**src/chopper_pkg.sv**
```systemverilog
// Shared constants and types for the bridge excitation chopper
package chopper_pkg;

	// One complementary drive pair: true side and inverted side
	typedef struct packed {
		logic true_drive;
		logic inv_drive;
	} drive_pair_type;

	localparam drive_pair_type PAIR_ON  = '{true_drive: 1'b1, inv_drive: 1'b0};
	localparam drive_pair_type PAIR_OFF = '{true_drive: 1'b0, inv_drive: 1'b1};

	// Clock and non-overlap gap timing
	localparam int CLOCK_PERIOD_NS = 100;
	localparam int GAP_TIME_NS     = 500;
	// Least time: round up to whole cycles, at least one
	localparam int GAP_CYCLES_RAW  = (GAP_TIME_NS + CLOCK_PERIOD_NS - 1) / CLOCK_PERIOD_NS;
	localparam int GAP_CYCLES      = (GAP_CYCLES_RAW < 1) ? 1 : GAP_CYCLES_RAW;
	localparam int GAP_CNT_W       = 4;
	localparam logic [GAP_CNT_W-1:0] GAP_LOAD = GAP_CNT_W'(GAP_CYCLES - 1);
	localparam logic [GAP_CNT_W-1:0] GAP_ZERO = 4'h0;

	localparam int DATA_W_DEFAULT = 24;

	typedef enum logic [2:0] {
		ST_STATIC,
		ST_FWD,
		ST_GAP_TO_REV,
		ST_REV,
		ST_GAP_TO_FWD
	} chop_state_type;

endpackage : chopper_pkg

```
**src/bridge_excitation_chopper.sv**
```systemverilog
// Bridge excitation chopper: phase sequencer, switch drives and result pairing
// Contract
// - Four drive outputs: true and inverted for forward pair and reverse pair.
// - Forward phase: forward true high, inverted low; reverse pair held off.
// - Reverse phase: reverse true high, inverted low; forward pair held off.
// - Fixed non-overlap gap with all switches off at every phase change.
// - Each result uses one forward and one reverse measurement from consecutive phases.
// - Result equals forward minus reverse measurement, divided by two.
// - Reference swap output ref_swap_o is driven high during the reverse phase.
// - Phase toggles once per measurement, never faster.
// - The first result after each enable waits for two measurements; then one result each.
`timescale 1ns/1ps
module bridge_excitation_chopper #(
	parameter int DATA_W = chopper_pkg::DATA_W_DEFAULT
) (
	input  wire logic                       clock_i,
	input  wire logic                       resetn_i,
	input  wire logic                       ce_i,
	input  wire logic                       chop_enable_i,
	input  wire logic                       meas_valid_i,
	input  wire logic signed [DATA_W-1:0]   meas_data_i,
	output chopper_pkg::drive_pair_type     fwd_pair_drive_o,
	output chopper_pkg::drive_pair_type     rev_pair_drive_o,
	output logic                            ref_swap_o,
	output logic                            result_valid_o,
	output logic signed [DATA_W-1:0]        result_o
);
	import chopper_pkg::*;

	chop_state_type         state_q;
	chop_state_type         state_d;
	logic [GAP_CNT_W-1:0]   gap_cnt_q;
	logic signed [DATA_W-1:0] forward_phase_sample_q;
	logic signed [DATA_W-1:0] reverse_phase_sample_q;
	logic                   have_fwd_q;
	logic                   have_rev_q;
	logic                   pair_valid_q;
	logic                   take_fwd;
	logic                   take_rev;
	logic                   fwd_on;
	logic                   rev_on;

	initial begin
		if (DATA_W < 2) begin
			$error("bridge_excitation_chopper: DATA_W must be at least 2");
		end
		if (GAP_CYCLES > (1 << GAP_CNT_W)) begin
			$error("bridge_excitation_chopper: gap does not fit the gap counter");
		end
		// The gap assertions spell the repetition out as a plain count
		if (GAP_CYCLES != 5) begin
			$error("bridge_excitation_chopper: gap checks are written for five cycles");
		end
	end

	// A measurement counts only in a settled phase; those ending in a gap are dropped
	assign take_fwd = chop_enable_i && meas_valid_i && (state_q == ST_FWD);
	assign take_rev = chop_enable_i && meas_valid_i && (state_q == ST_REV);

	// Leaving the reverse phase always runs the full gap, even on disable, so the
	// forward pair never turns on in the same cycle the reverse pair turns off
	always_comb begin
		state_d = state_q;
		unique case (state_q)
			ST_STATIC: begin
				if (chop_enable_i) begin
					state_d = ST_FWD;
				end
			end
			ST_FWD: begin
				if (!chop_enable_i) begin
					state_d = ST_STATIC;
				end else if (meas_valid_i) begin
					state_d = ST_GAP_TO_REV;
				end
			end
			ST_GAP_TO_REV: begin
				if (!chop_enable_i) begin
					state_d = ST_STATIC;
				end else if (gap_cnt_q == GAP_ZERO) begin
					state_d = ST_REV;
				end
			end
			ST_REV: begin
				if (!chop_enable_i || meas_valid_i) begin
					state_d = ST_GAP_TO_FWD;
				end
			end
			ST_GAP_TO_FWD: begin
				if (gap_cnt_q == GAP_ZERO) begin
					state_d = chop_enable_i ? ST_FWD : ST_STATIC;
				end
			end
		endcase
	end

	always_ff @(posedge clock_i) begin
		if (!resetn_i) begin
			state_q <= ST_STATIC;
		end else if (ce_i) begin
			state_q <= state_d;
		end
	end

	always_ff @(posedge clock_i) begin
		if (!resetn_i) begin
			gap_cnt_q <= GAP_ZERO;
		end else if (ce_i) begin
			if ((state_d == ST_GAP_TO_REV || state_d == ST_GAP_TO_FWD) &&
			    (state_q == ST_FWD || state_q == ST_REV)) begin
				gap_cnt_q <= GAP_LOAD;
			end else if (gap_cnt_q != GAP_ZERO) begin
				gap_cnt_q <= gap_cnt_q - 1'b1;
			end
		end
	end

	// Drives follow the next state so they change on the same edge as the phase
	always_ff @(posedge clock_i) begin
		if (!resetn_i) begin
			fwd_pair_drive_o <= PAIR_ON;
			rev_pair_drive_o <= PAIR_OFF;
		end else if (ce_i) begin
			unique case (state_d)
				ST_STATIC, ST_FWD: begin
					fwd_pair_drive_o <= PAIR_ON;
					rev_pair_drive_o <= PAIR_OFF;
				end
				ST_REV: begin
					fwd_pair_drive_o <= PAIR_OFF;
					rev_pair_drive_o <= PAIR_ON;
				end
				ST_GAP_TO_REV, ST_GAP_TO_FWD: begin
					fwd_pair_drive_o <= PAIR_OFF;
					rev_pair_drive_o <= PAIR_OFF;
				end
			endcase
		end
	end

	always_ff @(posedge clock_i) begin
		if (!resetn_i) begin
			ref_swap_o <= 1'b0;
		end else if (ce_i) begin
			ref_swap_o <= (state_d == ST_REV);
		end
	end

	always_ff @(posedge clock_i) begin
		if (!resetn_i) begin
			forward_phase_sample_q <= '0;
			reverse_phase_sample_q <= '0;
		end else if (ce_i) begin
			if (take_fwd) begin
				forward_phase_sample_q <= meas_data_i;
			end
			if (take_rev) begin
				reverse_phase_sample_q <= meas_data_i;
			end
		end
	end

	// Disabling clears history so a stale phase never pairs with a fresh one
	always_ff @(posedge clock_i) begin
		if (!resetn_i) begin
			have_fwd_q <= 1'b0;
			have_rev_q <= 1'b0;
		end else if (ce_i) begin
			if (!chop_enable_i) begin
				have_fwd_q <= 1'b0;
				have_rev_q <= 1'b0;
			end else begin
				if (take_fwd) begin
					have_fwd_q <= 1'b1;
				end
				if (take_rev) begin
					have_rev_q <= 1'b1;
				end
			end
		end
	end

	// First pair needs both phases; afterwards every settled-phase measurement completes a pair
	always_ff @(posedge clock_i) begin
		if (!resetn_i) begin
			pair_valid_q <= 1'b0;
		end else if (ce_i) begin
			pair_valid_q <= (take_fwd && have_rev_q) || (take_rev && have_fwd_q);
		end
	end

	half_diff_combiner #(
		.DATA_W (DATA_W)
	) u_combiner (
		.clock_i        (clock_i),
		.resetn_i       (resetn_i),
		.ce_i           (ce_i),
		.pair_valid_i   (pair_valid_q),
		.fwd_sample_i   (forward_phase_sample_q),
		.rev_sample_i   (reverse_phase_sample_q),
		.result_valid_o (result_valid_o),
		.result_o       (result_o)
	);

	assign fwd_on = fwd_pair_drive_o.true_drive || !fwd_pair_drive_o.inv_drive;
	assign rev_on = rev_pair_drive_o.true_drive || !rev_pair_drive_o.inv_drive;
endmodule : bridge_excitation_chopper

```
**src/half_diff_combiner.sv**
```systemverilog
// Combines one forward and one reverse measurement as half their difference
`timescale 1ns/1ps
module half_diff_combiner #(
	parameter int DATA_W = chopper_pkg::DATA_W_DEFAULT
) (
	input  wire logic                     clock_i,
	input  wire logic                     resetn_i,
	input  wire logic                     ce_i,
	input  wire logic                     pair_valid_i,
	input  wire logic signed [DATA_W-1:0] fwd_sample_i,
	input  wire logic signed [DATA_W-1:0] rev_sample_i,
	output logic                          result_valid_o,
	output logic signed [DATA_W-1:0]      result_o
);
	import chopper_pkg::*;

	logic signed [DATA_W:0] diff;

	initial begin
		if (DATA_W < 2) begin
			$error("half_diff_combiner: DATA_W must be at least 2");
		end
	end

	// One extra bit keeps the difference exact before halving
	assign diff = (DATA_W+1)'(fwd_sample_i) - (DATA_W+1)'(rev_sample_i);

	always_ff @(posedge clock_i) begin
		if (!resetn_i) begin
			result_valid_o <= 1'b0;
		end else if (ce_i) begin
			result_valid_o <= pair_valid_i;
		end
	end

	always_ff @(posedge clock_i) begin
		if (!resetn_i) begin
			result_o <= '0;
		end else if (ce_i && pair_valid_i) begin
			result_o <= diff[DATA_W:1];
		end
	end
endmodule : half_diff_combiner

```
**config.mk**
```make
export PLATFORM = sky130hd
export DESIGN_NAME = bridge_excitation_chopper
export DESIGN_NICKNAME = d
export VERILOG_FILES = /design/src/chopper_pkg.sv /design/src/bridge_excitation_chopper.sv /design/src/half_diff_combiner.sv
export SDC_FILE = /design/constraint.sdc
export NUM_CORES = 1
export LEC_CHECK = 0
export ABC_CLOCK_PERIOD_IN_PS = 2510
export BUFFER_PORTS_ARGS = -buffer_cell sky130_fd_sc_hd__buf_2
export CORE_MARGIN = 4
export CORE_UTILIZATION = 58
export DETAILED_ROUTE_END_ITERATION = 10
export HOLD_SLACK_MARGIN = 0.05
export PLACE_DENSITY_LB_ADDON = 0.25
export SETUP_SLACK_MARGIN = 0.1
export SYNTH_ARGS = -nofsm -noshare
export SYNTH_HDL_FRONTEND = slang
export SYNTH_SLANG_ARGS = --single-unit
```
**constraint.sdc**
```tcl
create_clock -name clock_i -period 2.51 [get_ports clock_i]
set_input_delay 0.1255 -clock clock_i [delete_from_list [all_inputs] [get_ports clock_i]]
set_output_delay 0.1255 -clock clock_i [all_outputs]
set_load 0.05 [all_outputs]
```
==> metrics.yaml, run 1 <==
placed_design:
  gp_congestion: 0.901
  dpl.hpwl_um: 8220
  place_area_um2: 5200
  numPortBuffers: 58
route:
  drc_errors: 0
  totalWireLength_um: 11900
  ant_nets: 0
  avgRoutedWirePerCell_um: 14.8
  viasPerCell: 5.71
  drt_iter0_markers: 369
  vias: 4568
  first_pass_iters: 5
setup_path:
  worstPathArrival_ns: 2.58
  worst_setup_path_start_kind: "flip-flop"
  critPathKind: "flip-flop to flip-flop"
  worstPathRequired_ns: 2.76
  crit_fanout: 7
  cp-end-kind: "flip-flop"
die:
  coreArea_um2: 8180
  rows: 33
  dieArea_um2: 9880
  die_h_um: 99.4
  initial_utilization_pct: 59.3
  die_x_um: 99.4
  pin_count: 59
finish:
  antenna-diode-count: 0
  fin_area_um2: 5630
  nets: 744
  num-fill-cells: 670
  layout-drive-gt1-share_pct: 13.1
  area_growth_pct: 16.1
global_route:
  track_usage_pct: 25.1
  overflow: 0
  grt_max_degree: 40
  grt_pass1_wl_um: 20400
  grt_pass1_vias: 4337
  antenna_found_initial: 0
pwr:
  power.total_mw: 2.75
  p_leak_nw: 2.29
  power.density_nw_per_um2: 488
  peakVddDrop_v: 0.000281
clock_network:
  clk_pin_slew_ns: 0.09
  cts_root_buffer: "clkbuf_8"
  cts_tree: "done"
  clkSinkCount: 88
  clockBufferDepth: 2
  htreeDepth: 3
  clock_latency_ns: 0.36
  numCtsBuffers: 9
synth:
  async_flop_share_pct: 0
  yosys.area.top_type: "dfxtp_1"
  ys_top_cells_by_area: "dfxtp_1 36%, nand2_1 11%, a21boi_0 8.5%"
  synth_cells: 620
  synth-main-ff-cell: "dfxtp_1"
  synth_nets: 674
  ys_ff_latch: 88
  yosysUniqueCellTypes: 58
  syn-mean-instance-area_um2: 7.81
  yosysWarnings: 0
  synth_top_area_share_pct: 36.4
  syn-cell-area_um2: 4840
  ys_seq_area_share_pct: 36.4
  synth_edf_count: 0
sta:
  setup_viol: 0
  skew_ns: 0.0130
  hold-worst-slack_ns: 0.138
  max_freq_mhz: 430
  finalSetupTns_ns: 0
  slew_headroom_pct: 65.4
  final-hold-violation-count: 0
  timing.final.crit_share_pct: 92.8
  period_minus_slack_ns: 2.33
  slew_viol_final: 0
  worst_slew_pin_slew_ns: 0.518
  rsz0062_at_grt: "yes"
flow_run:
  drv_cap: 0
worst_hold_path:
  hold_class: "input port to flip-flop"
status:
  status: "finished clean"
==> layout by cell type, fill, tap and decap left out, types with 3 or more instances in the layout <==
cell           instances
o211a_1                3
buf_4                  9
o21a_1                 3
a22oi_1                4
or3_1                  3
and2_1                12
dlygate4sd3_1         24
a21oi_1               36
dfxtp_1               88
buf_2                 58
o311ai_0               4
a21boi_0              55
and3_1                 5
nor2b_1               14
o21ai_0               26
or4_1                  3
nand2_1              141
nand4_1                9
o211ai_1               6
clkbuf_8               9
nand3_1               26
nor3b_1                4
a21o_1                 6
ha_1                  24
nor3_1                 6
xnor2_1                6
nand2b_1               5
inv_1                 37
nor2_1                18
a211oi_1               3
mux2i_1                5
==> metrics by stage <==
stage / cells / setup WS, ns / util [%]
6_report: 800 / 0.182 / 68.8
5_1_grt: 800 / 0.0655 / 68.8
4_1_cts: 799 / 0.193 / 68.5
3_5_place_dp: 759 / 0.222 / 63.6
3_3_place_gp: 759 / 0.303 / 63.6
2_1_floorplan: 620 / 0.425 / -
==> per-layer routing <==
metal | track usage (%) | wire length [um] | up-vias
met4 | 7.25 | 206 | 0
met2 | 43.3 | 5570 | 150
met3 | 4.91 | 764 | 18
met1 | 32.0 | 5320 | 2116
li1 | - | - | 2284
met5 | 0 | 0 | -
==> power breakdown <==
group	internal (mW)	total, mW	switching, mW
clock network	0.359	0.870	0.511
registers	1.43	1.46	0.0292
logic	0.192	0.423	0.231
total	1.98	2.75	0.771
==> synthesized netlist by cell type, drive strengths merged, types with 2 or more instances <==
master,count
a22oi,4
inv,37
o21bai,2
a211oi,4
mux2i,5
nand4,9
a31oi,2
nor3,6
and3,5
xnor2,6
nand3,26
dfxtp,88
a21boi,55
and2,12
xor2,2
nand2,141
o211ai,6
nor2b,15
ha,24
nand3b,3
o31ai,3
o211a,3
clkbuf,23
or4,3
nor3b,4
or3,3
o21ai,27
nand2b,5
a221o,2
o21a,3
nor2,19
a21o,6
a21oi,37
o311ai,5
buf,9
==> repair_timing <==
action,in CTS,in global routing
resized for setup,0,4
hold endpoints to repair,47,0
buffers inserted,0,1
setup endpoints to repair,0,3
hold buffers,24,0
==> sequential cells by signal (all words and copies together) (netlist names) <==
| signal | cells |
|---|---|
| have_rev_q | 1 |
| reverse_phase_sample_q | 24 |
| u_combiner.result_valid_o | 1 |
| fwd_pair_drive_o | 2 |
| u_combiner.result_o | 24 |
| rev_pair_drive_o | 2 |
| forward_phase_sample_q | 24 |
| gap_cnt_q | 4 |
| ref_swap_o | 1 |
| state_q | 3 |
| pair_valid_q | 1 |
| have_fwd_q | 1 |
==> worst max-delay path, cell delays in order (launching register included) <==
cell and delay, ns:
dfxtp_1 0.36, inv_1 0.08, fa_1 0.45, nor2b_1 0.21
o31a_1 0.30, o21ai_4 0.12, a211oi_4 0.27, nor2_1 0.10
o311a_1 0.34
==> area by class of cell <==
cell class / count / area (um^2) / share of cell area, %
multi-input combinational: 463 / 2830 / 50.3
tap: 105 / 131 / 2.33
timing repair buffer: 91 / 598 / 10.6
sequential: 88 / 1760 / 31.3
clock buffer: 11 / 131 / 2.33
clock inverter: 5 / 33.8 / 0.600
inverter: 37 / 139 / 2.47
==> logic make-up after synthesis <==
| family | count (synthesis) | share of synthesized area [%] |
|---|---|---|
| buf+inv | 69 | 5.50 |
| xor+xnor | 8 | 1.45 |
| fa+ha+maj | 25 | 6.61 |
| compound gates | 171 | 24.8 |
| flops | 88 | 36.4 |
| mux | 5 | 1.03 |
| simple gates | 254 | 24.2 |
==> path summary, 6_finish.rpt <==
kind / startpoint / end / cells past startpoint / slack (ns)
worst min-delay path: resetn_i / fwd_pair_drive_o[1] / 2 / 0.14
worst max register to register: forward_phase_sample_q[1] / u_combiner.result_o[23] / 8 / 0.18
worst min register to register: reverse_phase_sample_q[14] / reverse_phase_sample_q[14] / 2 / 0.47
worst max-delay path: forward_phase_sample_q[1] / u_combiner.result_o[23] / 8 / 0.18
Note: power is estimated with default switching activity, not from simulation.
==> run 2: changes to the inputs <==
--- a/config.mk
+++ b/config.mk
@@ -5,13 +5,14 @@
 export SDC_FILE = /design/constraint.sdc
 export NUM_CORES = 1
 export LEC_CHECK = 0
-export ABC_CLOCK_PERIOD_IN_PS = 2510
+export ABC_CLOCK_PERIOD_IN_PS = 2100
 export BUFFER_PORTS_ARGS = -buffer_cell sky130_fd_sc_hd__buf_2
 export CORE_MARGIN = 4
-export CORE_UTILIZATION = 58
+export CORE_UTILIZATION = 53
 export DETAILED_ROUTE_END_ITERATION = 10
 export HOLD_SLACK_MARGIN = 0.05
 export PLACE_DENSITY_LB_ADDON = 0.25
+export RECOVER_POWER = 25
 export SETUP_SLACK_MARGIN = 0.1
 export SYNTH_ARGS = -nofsm -noshare
 export SYNTH_HDL_FRONTEND = slang
==> constraint.sdc (replaced) <==
create_clock -name clock_i -period 2.1 [get_ports clock_i]
set_input_delay 0.105 -clock clock_i [delete_from_list [all_inputs] [get_ports clock_i]]
set_output_delay 0.105 -clock clock_i [all_outputs]
set_load 0.05 [all_outputs]
==> metrics.yaml, run 2 (synthesis results as in run 1) <==
clock_network:
  numCtsBuffers: 9
  cts_root_buffer: "clkbuf_8"
  clkSinkCount: 88
  clockBufferDepth: 2
  clk_pin_slew_ns: 0.10
  htreeDepth: 3
  clock_latency_ns: 0.37
  cts_tree: "done"
sta:
  hold-worst-slack_ns: 0.0674
  rsz0062_at_grt: "yes"
  final-hold-violation-count: 0
  period_minus_slack_ns: 2.10
  finalSetupTns_ns: 0
  timing.final.crit_share_pct: 99.9
  max_freq_mhz: 477
  slew_viol_final: 0
  setup_viol: 0
  worst_slew_pin_slew_ns: 0.633
  skew_ns: 0.00945
  slew_headroom_pct: 58.0
die:
  initial_utilization_pct: 55.0
  die_x_um: 104
  pin_count: 59
  die_h_um: 104
  coreArea_um2: 8810
  rows: 34
  dieArea_um2: 10700
route:
  vias: 4820
  avgRoutedWirePerCell_um: 16.2
  first_pass_iters: 5
  drc_errors: 0
  drt_iter0_markers: 191
  viasPerCell: 5.70
  totalWireLength_um: 13700
  ant_nets: 0
global_route:
  grt_pass1_vias: 4631
  grt_pass1_wl_um: 22400
  antenna_found_initial: 0
  overflow: 0
  grt_max_degree: 37
  track_usage_pct: 24.9
pwr:
  peakVddDrop_v: 0.000402
  power.total_mw: 3.57
  power.density_nw_per_um2: 562
  p_leak_nw: 2.47
  p_int_mw: 2.49
  power_frac_comb_pct: 18.6
  clkPwrFrac_pct: 32.6
  switching_power_mw: 1.07
  seq_power_share_pct: 48.9
  swShare_pct: 30.0
worst_hold_path:
  holdPathStages: 2
  hold_class: "input port to flip-flop"
  hold_end: "gap_cnt_q[0]"
  holdCritStartpoint: "resetn_i"
finish:
  num-fill-cells: 699
  reg.largest.list: "forward_phase_sample_q x24, reverse_phase_sample_q x24, u_combiner.result_o x24"
  final_common_cell: "nand2_1"
  antenna-diode-count: 0
  fin_util_pct: 72.0
  final_cell_mix: "135 x nand2_1, 79 x dfxtp_1, 53 x a21boi_0"
  fin_area_um2: 6340
  nets: 786
  area_growth_pct: 30.9
  layout-drive-gt1-share_pct: 23.2
setup_path:
  r2r_end: "u_combiner.result_o[16]"
  r2r_setup_slack_ns: 0.001
  crit_fanout: 7
  r2r_start: "reverse_phase_sample_q[1]"
  worstPathArrival_ns: 2.40
  worstPathRequired_ns: 2.40
  reg2reg_depth: 10
  cp-end-kind: "flip-flop"
  worst_setup_path_start_kind: "flip-flop"
  critPathKind: "flip-flop to flip-flop"
status:
  status: "finished clean"
placed_design:
  dpl.hpwl_um: 8980
  numPortBuffers: 58
  place_area_um2: 5450
  gp_congestion: 0.909
flow_run:
  drv_cap: 0
[run 2: cell count changes in the layout (fill, tap and decap cells not counted), sizes merged]
cell / delta
clkbuf: +23
buf: +17
inv: +4
clkinv: -2
[run 2: per-stage QoR]
stage          cells  setup slack (ns)
3_5_place_dp     791            -0.105
6_report         845           0.00142
2_1_floorplan    620            0.0893
3_3_place_gp     791           -0.0576
5_1_grt          845           -0.0791
4_1_cts          843            0.0370
[run 2: power by group through the flow]
| stage | Sequential [mW] | Combinational, mW | Clock [mW] |
|---|---|---|---|
| 4_1_cts | 1.74 | 0.611 | 1.18 |
| 6_report | 1.74 | 0.662 | 1.16 |
| 2_1_floorplan | 1.78 | 0.337 | 0 |
| 3_3_place_gp | 1.77 | 0.502 | 0 |
| 3_5_place_dp | 1.78 | 0.524 | 0 |
| 5_1_grt | 1.75 | 0.731 | 1.24 |
[run 2: repair_timing]
item | CTS | global route
buffers inserted | 12 | 3
hold buffers | 24 | 0
gates resized for setup | 27 | 65
gates cloned | 0 | 0
hold endpoints to repair | 48 | 0
setup endpoints to repair | 19 | 30
pin swaps | 15 | 19
[run 2: final cells by class]
cell class / count / area [um^2] / area share, %
repair buffers: 133 / 905 / 14.3
inverters: 37 / 141 / 2.23
flip-flops and latches: 88 / 1770 / 27.9
multi-input cells: 463 / 3200 / 50.5
well taps: 108 / 135 / 2.13
clock inverters: 7 / 63.8 / 1.01
clock buffers: 9 / 124 / 1.95
[run 2: routing by layer]
metal | part of all wire [%] | track usage [%]
met1 | 44 | 30.9
met5 | 0 | 0
met2 | 50 | 44.7
met3 | 4.9 | 3.17
met4 | 1.4 | 8.17
[run 2: how the worst max path moves through the flow]
stage / from / end / cells after the start
2_1_floorplan: reverse_phase_sample_q[0] / u_combiner.result_o[23] / 8
6_report: reverse_phase_sample_q[1] / u_combiner.result_o[16] / 10
3_5_place_dp: reverse_phase_sample_q[0] / u_combiner.result_o[23] / 8
3_3_place_gp: reverse_phase_sample_q[0] / u_combiner.result_o[23] / 8
4_1_cts: reverse_phase_sample_q[9] / u_combiner.result_o[14] / 8
5_1_grt: reverse_phase_sample_q[0] / u_combiner.result_o[23] / 8
[run 2: critical path, cell delays in order (launching register included)]
cell      delay, ns
dfxtp_2        0.37
buf_6          0.11
inv_4          0.03
ha_4           0.25
nand2_2        0.05
o211ai_1       0.17
buf_4          0.16
nand3b_4       0.09
o221a_4        0.30
or4_1          0.40
nand3_1        0.10
==> run 3: changes to the inputs <==
--- a/config.mk
+++ b/config.mk
@@ -8,9 +8,11 @@
 export ABC_CLOCK_PERIOD_IN_PS = 2100
 export BUFFER_PORTS_ARGS = -buffer_cell sky130_fd_sc_hd__buf_2
 export CORE_MARGIN = 4
-export CORE_UTILIZATION = 53
+export CORE_UTILIZATION = 45
+export CTS_CLUSTER_SIZE = 24
 export DETAILED_ROUTE_END_ITERATION = 10
 export HOLD_SLACK_MARGIN = 0.05
+export MAX_ROUTING_LAYER = met4
 export PLACE_DENSITY_LB_ADDON = 0.25
 export RECOVER_POWER = 25
 export SETUP_SLACK_MARGIN = 0.1
==> metrics.yaml, run 3 (synthesis results as in run 1) <==
status:
  status: "finished clean"
flow_run:
  drv_cap: 0
finish:
  nets: 769
  stdcell_count: 856
  area_growth_pct: 27.5
  antenna-diode-count: 0
  layout-drive-gt1-share_pct: 20.4
  fin_util_pct: 59.3
  reg.largest.list: "forward_phase_sample_q x24, reverse_phase_sample_q x24, u_combiner.result_o x24"
  final_common_cell: "nand2_1"
  final_cell_mix: "137 x nand2_1, 78 x dfxtp_1, 52 x a21boi_0"
clock_network:
  clkSinkCount: 88
  clk_pin_slew_ns: 0.10
  cts_tree: "done"
  clockBufferDepth: 2
  cts_root_buffer: "clkbuf_8"
  htreeDepth: 3
  numCtsBuffers: 9
  clock_latency_ns: 0.36
pwr:
  p_leak_nw: 2.39
  swShare_pct: 26.6
  peakVddDrop_v: 0.000502
  power_frac_comb_pct: 17.3
  seq_power_share_pct: 46.6
  switching_power_uw: 994
  power.total_mw: 3.74
  clkPwrFrac_pct: 36.1
  p_int_mw: 2.75
  power.density_nw_per_um2: 606
route:
  avgRoutedWirePerCell_um: 15.4
  ant_nets: 0
  viasPerCell: 5.42
  wl_met3_um: 539
  top_layer: "met4"
  drt_iter0_markers: 229
  wl_met1_um: 5910
  drc_errors: 0
  first_pass_iters: 5
  wl_met2_um: 6550
  vias: 4637
  totalWireLength_um: 13100
setup_path:
  worst_setup_path_start_kind: "flip-flop"
  r2r_setup_slack_ns: 0.01
  worstPathArrival_ns: 2.34
  critPathKind: "flip-flop to flip-flop"
  worstPathRequired_ns: 2.35
  cp-end-kind: "flip-flop"
  crit_fanout: 7
sta:
  max_freq_mhz: 479
  timing.final.crit_share_pct: 99.3
  rsz0062_at_grt: "yes"
  slew_headroom_pct: 58.3
  slew_viol_final: 0
  period_minus_slack_ns: 2.09
  setup_viol: 0
  skew_ns: 0.0174
  final-hold-violation-count: 0
  worst_slew_pin_slew_ns: 0.628
die:
  die_x_um: 112
  dieArea_um2: 12500
  die_h_um: 112
  initial_utilization_pct: 46.5
  rows: 37
  pin_count: 59
  coreArea_um2: 10400
placed_design:
  dp_cells: 806
  numPortBuffers: 58
  dpl.hpwl_um: 8920
  gp_congestion: 0.894
global_route:
  track_usage_pct: 21.3
  grt_pass1_wl_um: 21700
  antenna_found_initial: 0
  grt_max_degree: 31
  overflow: 0
  grt_pass1_vias: 4525
worst_hold_path:
  hold_class: "input port to flip-flop"
[run 3: changes by cell type in the layout (fill, tap and decap cells not counted), sizes merged]
cell	previous run	this run
clkbuf	34	36
buf	84	66
clkinvlp	2	1
bufinv	0	2
inv	41	39
[run 3: layout make-up]
cell class                      instances  area [um^2]
Clock inverter                          6         90.1
Fill cell                             974         4240
Timing Repair Buffer                  116          764
Sequential cell                        88         1780
Multi-Input combinational cell        463         3100
Clock buffer                           10          138
Inverter                               37          139
Tap cell                              136          170
[run 3: routing by layer]
| layer | GRT usage [%] | vias up |
|---|---|---|
| li1 | - | 2339 |
| met4 | 4.54 | 0 |
| met5 | - | - |
| met2 | 36.2 | 120 |
| met1 | 26.5 | 2161 |
| met3 | 3.75 | 17 |
[run 3: final timing paths]
| path | from | end | depth (start not counted) |
|---|---|---|---|
| max | reverse_phase_sample_q[0] | u_combiner.result_o[23] | 8 |
| min | ce_i | rev_pair_drive_o[1] | 3 |
| max reg2reg | reverse_phase_sample_q[0] | u_combiner.result_o[23] | 8 |
| min reg2reg | reverse_phase_sample_q[13] | reverse_phase_sample_q[13] | 2 |
[run 3: timing repair]
item	4_1_cts	5_1_grt
hold buffers	24	0
hold endpoints to repair	48	0
gates resized for setup	22	55
endpoints found under the setup margin	16	20
pin swaps	18	22
setup buffers	5	6
[run 3: power by group through the flow]
stage | registers [mW] | clock network, mW | logic [mW]
2_1_floorplan | 1.78 | 0 | 0.337
4_1_cts | 1.74 | 1.36 | 0.562
3_3_place_gp | 1.77 | 0 | 0.494
6_report | 1.74 | 1.35 | 0.648
3_5_place_dp | 1.78 | 0 | 0.506
5_1_grt | 1.75 | 1.45 | 0.717
[run 3: critical path, cell delays in order (launching register included)]
cell      delay [ns]
dfxtp_2         0.33
nor2b_4         0.12
fa_2            0.38
nor2b_4         0.14
o31a_1          0.21
o21ai_4         0.13
a211oi_4        0.31
nor2_2          0.07
o311a_1         0.28
[run 3: metrics by stage]
step | setup slack (ns) | setup TNS [ns] | hold slack, ns | instance area (um^2)
after floorplan | 0.0893 | 0 | 0.250 | 4880
after global placement | -0.0382 | -0.0382 | 0.365 | 5390
after detailed placement | -0.0788 | -0.197 | 0.375 | 5390
after CTS | 0.0197 | 0 | 0.157 | 5990
after global routing | -0.0701 | -0.235 | 0.177 | 6180
final | 0.0140 | 0 | 0.167 | 6180
